**src/ccrs_pkg.sv**
```systemverilog
package ccrs_pkg;

  // ==========================================================
  // pll control word layout (16 bits, output select at bit 12)
  typedef struct packed {
    logic [2:0] rsvd_hi;
    logic       clkout_sel;   // 1: pll clock on shared pin, 0: reset out
    logic [3:0] rsvd_mid;
    logic [1:0] div_code;     // post divider, 2**div_code
    logic [5:0] mult;         // pll multiplier, 0 means bypass
  } ccrs_pll_ctl_t;

  // ==========================================================
  // strap codes and their startup multipliers
  localparam logic [1:0] RATIO_6_STRAP  = 2'h0;
  localparam logic [1:0] RATIO_32_STRAP = 2'h1;
  localparam logic [1:0] RATIO_16_STRAP = 2'h2;
  localparam logic [5:0] MULT_6         = 6'h06;
  localparam logic [5:0] MULT_32        = 6'h20;
  localparam logic [5:0] MULT_16        = 6'h10;
  localparam logic [5:0] MULT_BYPASS    = 6'h00;
  localparam logic [1:0] DIV_RESET      = 2'h0;

  // ==========================================================
  // timing: lock wait counted in input clock cycles
  localparam int          LOCK_CYCLES   = 4096;
  localparam logic [31:0] RESET_VECTOR  = 32'h0000_1000;  // plain default, value arbitrary
  localparam logic [3:0]  IR_CAPTURE    = 4'h1;
  localparam logic        BYP_CAPTURE   = 1'b0;

  // test port state machine
  typedef enum logic [3:0] {
    TAP_RESET, TAP_IDLE, TAP_SEL_DR, TAP_CAP_DR, TAP_SHIFT_DR, TAP_EXIT1_DR,
    TAP_PAUSE_DR, TAP_EXIT2_DR, TAP_UPD_DR, TAP_SEL_IR, TAP_CAP_IR,
    TAP_SHIFT_IR, TAP_EXIT1_IR, TAP_PAUSE_IR, TAP_EXIT2_IR, TAP_UPD_IR
  } ccrs_tap_t;

endpackage

// ============================================================
// lock wait timer: counts input clock cycles after reset release
module ccrs_lock_timer
  import ccrs_pkg::*;
#(
  parameter int CYCLES = LOCK_CYCLES
) (
  input  wire logic                          sys_clk,
  input  wire logic                          srst,
  output logic      [$clog2(CYCLES+1)-1:0]   count,
  output logic                               done
);

  localparam int W = $clog2(CYCLES + 1);
  localparam logic [W-1:0] LAST = W'(CYCLES);

  logic [W-1:0] cnt_q;

  // saturates so a long run never wraps back into reset
  always_ff @(posedge sys_clk) begin
    if (srst) begin
      cnt_q <= '0;
    end else if (cnt_q != LAST) begin
      cnt_q <= cnt_q + W'(1);
    end
  end

  assign count = cnt_q;
  assign done  = (cnt_q == LAST);

endmodule

```
**src/ccrs_core_clock_reset_sequencer.sv**
```systemverilog
module ccrs_core_clock_reset_sequencer
  import ccrs_pkg::*;
#(
  parameter int          LOCK_WAIT = LOCK_CYCLES,
  parameter logic [31:0] VECTOR    = RESET_VECTOR
) (
  input  wire logic          sys_clk,
  input  wire logic          srst,
  input  wire logic [1:0]    ratio_select_straps,
  input  wire logic          pll_out_level,
  input  wire logic          ctl_wr,
  input  wire ccrs_pll_ctl_t ctl_wdata,
  output ccrs_pll_ctl_t      pll_control_register,
  output logic               core_clk_from_pll,
  output logic               core_rst,
  output logic               exec_start,
  output logic [31:0]        exec_addr,
  output logic               reset_or_clock_output,
  input  wire logic          tck,
  input  wire logic          tms,
  input  wire logic          tdi,
  output logic               tdo,
  output logic               tdo_oe
);

  // ==========================================================
  // strap decoding
  function automatic logic [5:0] strap_mult(input logic [1:0] s);
    case (s)
      RATIO_6_STRAP:  strap_mult = MULT_6;
      RATIO_32_STRAP: strap_mult = MULT_32;
      RATIO_16_STRAP: strap_mult = MULT_16;
      default:        strap_mult = MULT_BYPASS;   // unlisted code runs from input clock
    endcase
  endfunction

  localparam int CW = $clog2(LOCK_WAIT + 1);

  ccrs_pll_ctl_t ctl_q;
  ccrs_pll_ctl_t strap_ctl;
  logic          core_rst_q;
  logic          exec_start_q;
  logic [31:0]   exec_addr_q;
  logic          pin_q;
  logic          lock_done;
  logic [CW-1:0] lock_count;
  logic          ctl_accept;

  // ==========================================================
  // lock wait
  ccrs_lock_timer #(
    .CYCLES (LOCK_WAIT)
  ) u_lock (
    .sys_clk (sys_clk),
    .srst    (srst),
    .count   (lock_count),
    .done    (lock_done)
  );

  // startup control word built from straps
  assign strap_ctl  = '{rsvd_hi: 3'h0, clkout_sel: 1'b0, rsvd_mid: 4'h0,
                        div_code: DIV_RESET, mult: strap_mult(ratio_select_straps)};
  // writes during core reset are dropped, the straps still own the pll then
  assign ctl_accept = ctl_wr && !core_rst_q;

  // control register; straps caught while reset is held
  always_ff @(posedge sys_clk) begin
    if (srst) begin
      ctl_q <= strap_ctl;
    end else if (ctl_accept) begin
      ctl_q <= '{rsvd_hi: 3'h0, clkout_sel: ctl_wdata.clkout_sel, rsvd_mid: 4'h0,
                 div_code: ctl_wdata.div_code, mult: ctl_wdata.mult};
    end
  end

  // ==========================================================
  // core reset release and start of execution
  always_ff @(posedge sys_clk) begin
    if (srst) begin
      core_rst_q   <= 1'b1;
      exec_start_q <= 1'b0;
      exec_addr_q  <= 32'h0000_0000;
    end else begin
      core_rst_q   <= !lock_done;
      exec_start_q <= core_rst_q && lock_done;
      if (core_rst_q && lock_done) begin
        exec_addr_q <= VECTOR;
      end
    end
  end

  // shared pin: registered so it never glitches between sources
  always_ff @(posedge sys_clk) begin
    if (srst) begin
      pin_q <= 1'b1;
    end else begin
      pin_q <= ctl_q.clkout_sel ? pll_out_level : core_rst_q;
    end
  end

  assign pll_control_register  = ctl_q;
  assign core_clk_from_pll     = (ctl_q.mult != MULT_BYPASS);
  assign core_rst              = core_rst_q;
  assign exec_start            = exec_start_q;
  assign exec_addr             = exec_addr_q;
  assign reset_or_clock_output = pin_q;

  // ==========================================================
  // test port: tck sampled as a synchronous input
  ccrs_tap_t tap_q;
  ccrs_tap_t tap_d;
  logic      tck_q;
  logic      byp_q;
  logic [3:0] ir_q;
  logic      tdo_q;
  logic      tdo_oe_q;
  wire       tck_rise = tck && !tck_q;
  wire       tck_fall = !tck && tck_q;

  // standard test state walk driven by tms
  always_comb begin
    case (tap_q)
      TAP_RESET:    tap_d = tms ? TAP_RESET    : TAP_IDLE;
      TAP_IDLE:     tap_d = tms ? TAP_SEL_DR   : TAP_IDLE;
      TAP_SEL_DR:   tap_d = tms ? TAP_SEL_IR   : TAP_CAP_DR;
      TAP_CAP_DR:   tap_d = tms ? TAP_EXIT1_DR : TAP_SHIFT_DR;
      TAP_SHIFT_DR: tap_d = tms ? TAP_EXIT1_DR : TAP_SHIFT_DR;
      TAP_EXIT1_DR: tap_d = tms ? TAP_UPD_DR   : TAP_PAUSE_DR;
      TAP_PAUSE_DR: tap_d = tms ? TAP_EXIT2_DR : TAP_PAUSE_DR;
      TAP_EXIT2_DR: tap_d = tms ? TAP_UPD_DR   : TAP_SHIFT_DR;
      TAP_UPD_DR:   tap_d = tms ? TAP_SEL_DR   : TAP_IDLE;
      TAP_SEL_IR:   tap_d = tms ? TAP_RESET    : TAP_CAP_IR;
      TAP_CAP_IR:   tap_d = tms ? TAP_EXIT1_IR : TAP_SHIFT_IR;
      TAP_SHIFT_IR: tap_d = tms ? TAP_EXIT1_IR : TAP_SHIFT_IR;
      TAP_EXIT1_IR: tap_d = tms ? TAP_UPD_IR   : TAP_PAUSE_IR;
      TAP_PAUSE_IR: tap_d = tms ? TAP_EXIT2_IR : TAP_PAUSE_IR;
      TAP_EXIT2_IR: tap_d = tms ? TAP_UPD_IR   : TAP_SHIFT_IR;
      TAP_UPD_IR:   tap_d = tms ? TAP_SEL_DR   : TAP_IDLE;
      default:      tap_d = TAP_RESET;
    endcase
  end

  // state and shift on the rising test clock edge
  always_ff @(posedge sys_clk) begin
    if (srst) begin
      tck_q <= 1'b0;
      tap_q <= TAP_RESET;
      byp_q <= 1'b0;
      ir_q  <= 4'h0;
    end else begin
      tck_q <= tck;
      if (tck_rise) begin
        tap_q <= tap_d;
        if (tap_q == TAP_CAP_DR)   byp_q <= BYP_CAPTURE;
        if (tap_q == TAP_SHIFT_DR) byp_q <= tdi;
        if (tap_q == TAP_CAP_IR)   ir_q  <= IR_CAPTURE;
        if (tap_q == TAP_SHIFT_IR) ir_q  <= {tdi, ir_q[3:1]};
      end
    end
  end

  // output changes on the falling edge; driven only in shift states
  always_ff @(posedge sys_clk) begin
    if (srst) begin
      tdo_q    <= 1'b0;
      tdo_oe_q <= 1'b0;
    end else if (tck_fall) begin
      tdo_q    <= (tap_q == TAP_SHIFT_IR) ? ir_q[0] : byp_q;
      tdo_oe_q <= (tap_q == TAP_SHIFT_DR) || (tap_q == TAP_SHIFT_IR);
    end
  end

  assign tdo    = tdo_q;
  assign tdo_oe = tdo_oe_q;
endmodule

```
**config.mk**
```make
export PLATFORM = sky130hd
export DESIGN_NAME = ccrs_core_clock_reset_sequencer
export DESIGN_NICKNAME = d
export VERILOG_FILES = /design/src/ccrs_pkg.sv /design/src/ccrs_core_clock_reset_sequencer.sv
export SDC_FILE = /design/constraint.sdc
export NUM_CORES = 1
export LEC_CHECK = 0
export ABC_AREA = 1
export BUFFER_PORTS_ARGS = -buffer_cell sky130_fd_sc_hd__clkbuf_2
export CAP_MARGIN = 30
export CORE_MARGIN = 10
export CORE_UTILIZATION = 45
export CTS_BUF_LIST = sky130_fd_sc_hd__clkbuf_16
export DETAILED_ROUTE_END_ITERATION = 16
export PLACE_DENSITY = 0.74
export SETUP_SLACK_MARGIN = 0.3
export SLEW_MARGIN = 20
export SYNTH_ARGS = -nofsm -noshare
export SYNTH_HDL_FRONTEND = slang
export SYNTH_SLANG_ARGS = --single-unit
```
**constraint.sdc**
```tcl
create_clock -name sys_clk -period 1.14 [get_ports sys_clk]
set_input_delay 0.114 -clock sys_clk [delete_from_list [all_inputs] [get_ports sys_clk]]
set_output_delay 0.114 -clock sys_clk [all_outputs]
set_load 0.01 [all_outputs]
```
==> flow_summary.ini <==
[outcome]
status = finished with violations
failed_checks = setup timing

[clock_network]
clkTransAtPathRegs_ns = 0.05
root_buffer = clkbuf_16
insertion_delay_ns = 0.28
clock_sinks = 38
cts_max_level = 2
ctsLongestPathBuffers = 2
tritoncts = yes
cts_made_buffers = 5

[floorplanning]
start_util_pct = 46.43
coreArea_mm2 = 0.004692
rows = 25
die_w_um = 89.58
dieArea_mm2 = 0.008024
die_h_um = 89.58
io_pins = 79

[sta]
finalSetupViolations = 15
fin_crit_ns = 1.283
drv_slew = 0
fmax_ghz = 0.7793
hold_viol = 0
finClkSkew_ns = 0.003222
setup_ws_ns = -0.1432
fin_setup_tns_ns = -0.7545
finalCritPeriodShare_pct = 112.6
rsz0062_at_grt = true
finalHoldWorstSlack_ns = 0.06922

[layout]
drive_gt1_share_pct = 52.03
n_antenna_cell = 0
fin_cells = 423
fin_area_mm2 = 0.003132
synthToLayoutAreaGrowth_pct = 43.77
fin_nets = 395
postLayoutCoreUtil_pct = 66.75

[global_route]
gr-usage-all-layers_pct = 12.84
grt_pass1_wl_mm = 8.231
grt_pass1_vias = 1903
grt_start_max_net_pins = 25
overflow = 0
antenna_found_initial = 0

[synth]
synth.top_cell.area_share_pct = 29.41
synthCells = 304
async_reset_ff_share_pct = 0
ys.flop_type = dfxtp_1
synth.avg_cell_area_um2 = 7.166
ys_top_cells_by_area = dfxtp_1, buf_4, nand2_1
yosys_register_bits = 38
yosysUniqueCellTypes = 32
yosysSeqAreaShare_pct = 37.68
netlist_top_cells_count = nand2_1, buf_4, dfxtp_1, nor2_1, inv_1
syn_area_mm2 = 0.002178
yosysMostFrequentCell = nand2_1
ys.warnings.count = 0
synth_area_leader_cell = dfxtp_1
synth_edf_count = 6

[place]
pre_cts_ws_ns = -0.05269
dp_hpwl_mm = 3.686
globalplace.congestion = 0.8752
dpl.cell_count = 398
placed_area_mm2 = 0.002501
port_buffers = 33

[setup_path]
end_kind = primary output
crit_required_ns = 1.03
arrival_ns = 1.17
crit_type = reg -> out
crit_fanout = 2
critPathLaunchType = register

[routing]
drc = 0
vias = 2020
postRouteAntennaNets = 0
avgViaCountPerCell = 4.775
wl_mm = 5.517
drt_iter0_drc = 61
drt-pass1-iter-count = 4
wire_per_inst_um = 13.04

[run]
drv_cap = 0

[worst_hold_path]
hold_path_class = in -> reg

[power]
ir_drop_mv = 0.7301
p_leak_nw = 1.454
total_power_mw = 3.105
power_density_mw_per_mm2 = 991.4
-- registers in the layout, indices dropped and copies added, names as in the netlist --
name and count:
exec_start 1, byp_q 1, tck_q 1, u_lock.count 13, ir_q 4, tap_q 4
reset_or_clock_output 1, core_rst 1, tdo_oe 1, exec_addr 1, tdo 1, pll_control_register 9
-- path summary, 6_finish.rpt --
| path | depth (start not counted) | from | slack (ns) | endpoint |
|---|---|---|---|---|
| worst min-delay path | 3 | tck | 0.07 | tck_q$_SDFF_PP0_ |
| worst max-delay path | 3 | pll_control_register[4]$_DFFE_PP_ | -0.14 | core_clk_from_pll |
| worst max register to register | 8 | tap_q[2]$_SDFFE_PP0P_ | -0.09 | tap_q[0]$_SDFFE_PP0P_ |
| worst min register to register | 2 | ir_q[1]$_SDFFE_PP0P_ | 0.47 | ir_q[1]$_SDFFE_PP0P_ |
-- worst max-delay path: stages (launching register included) --
cell and delay [ns]:
edfxtp_1 0.40, nor4_2 0.28, nand2_1 0.08, clkbuf_2 0.13
-- placed cells by master, fill, tap and decap left out, drive strengths merged, types with 15 or more instances in the layout --
| cell type | Yosys | layout |
|---|---|---|
| o21ai | 17 | 17 |
| nand2 | 71 | 71 |
| buf | 42 | 46 |
| nor2 | 37 | 37 |
| conb | 1 | 38 |
| a21oi | 21 | 21 |
| dfxtp | 32 | 32 |
| nand3 | 15 | 15 |
| clkbuf | 2 | 23 |
| inv | 37 | 38 |
-- layout make-up --
class	instances	area (um^2)
well taps	54	67.56
clock buffers	5	125.1
inverters	37	163.9
fillers	337	1560
flip-flops and latches	38	860.8
repair buffers	64	501.7
multi-input cells	222	1399
clock inverters	3	13.76
-- repair_timing --
action                                  in CTS  in global routing
hold buffers                                 0                  0
resized for setup                           45                 77
endpoints found under the setup margin      47                 52
pin swaps                                   30                 22
buffers inserted                            10                  7
-- logic make-up after synthesis --
kind of cell | synth area share (%)
xor gates and xnor gates | 0.8043
other | 0.1721
adders and majority gates | 1.149
AOI/OAI and AO/OA | 11.95
DFF | 37.68
and+or+nand+nor | 27.34
buffers and inverters | 20.91
-- per-layer routing --
| layer | vias to the layer above | share of wire, % | GRT usage (%) |
|---|---|---|---|
| met5 | - | 0 | 0 |
| met4 | 0 | 1.4 | 4.913 |
| met3 | 7 | 5.6 | 3.339 |
| met2 | 62 | 56 | 23.68 |
| met1 | 917 | 37 | 13.59 |
| li1 | 1034 | - | - |
-- power by group --
| part | switching, mW | internal (mW) |
|---|---|---|
| registers | 0.0406 | 1.39 |
| logic | 0.234 | 0.148 |
| clock network | 0.498 | 0.792 |
| total | 0.772 | 2.33 |
(Power assumes the default switching activity.)
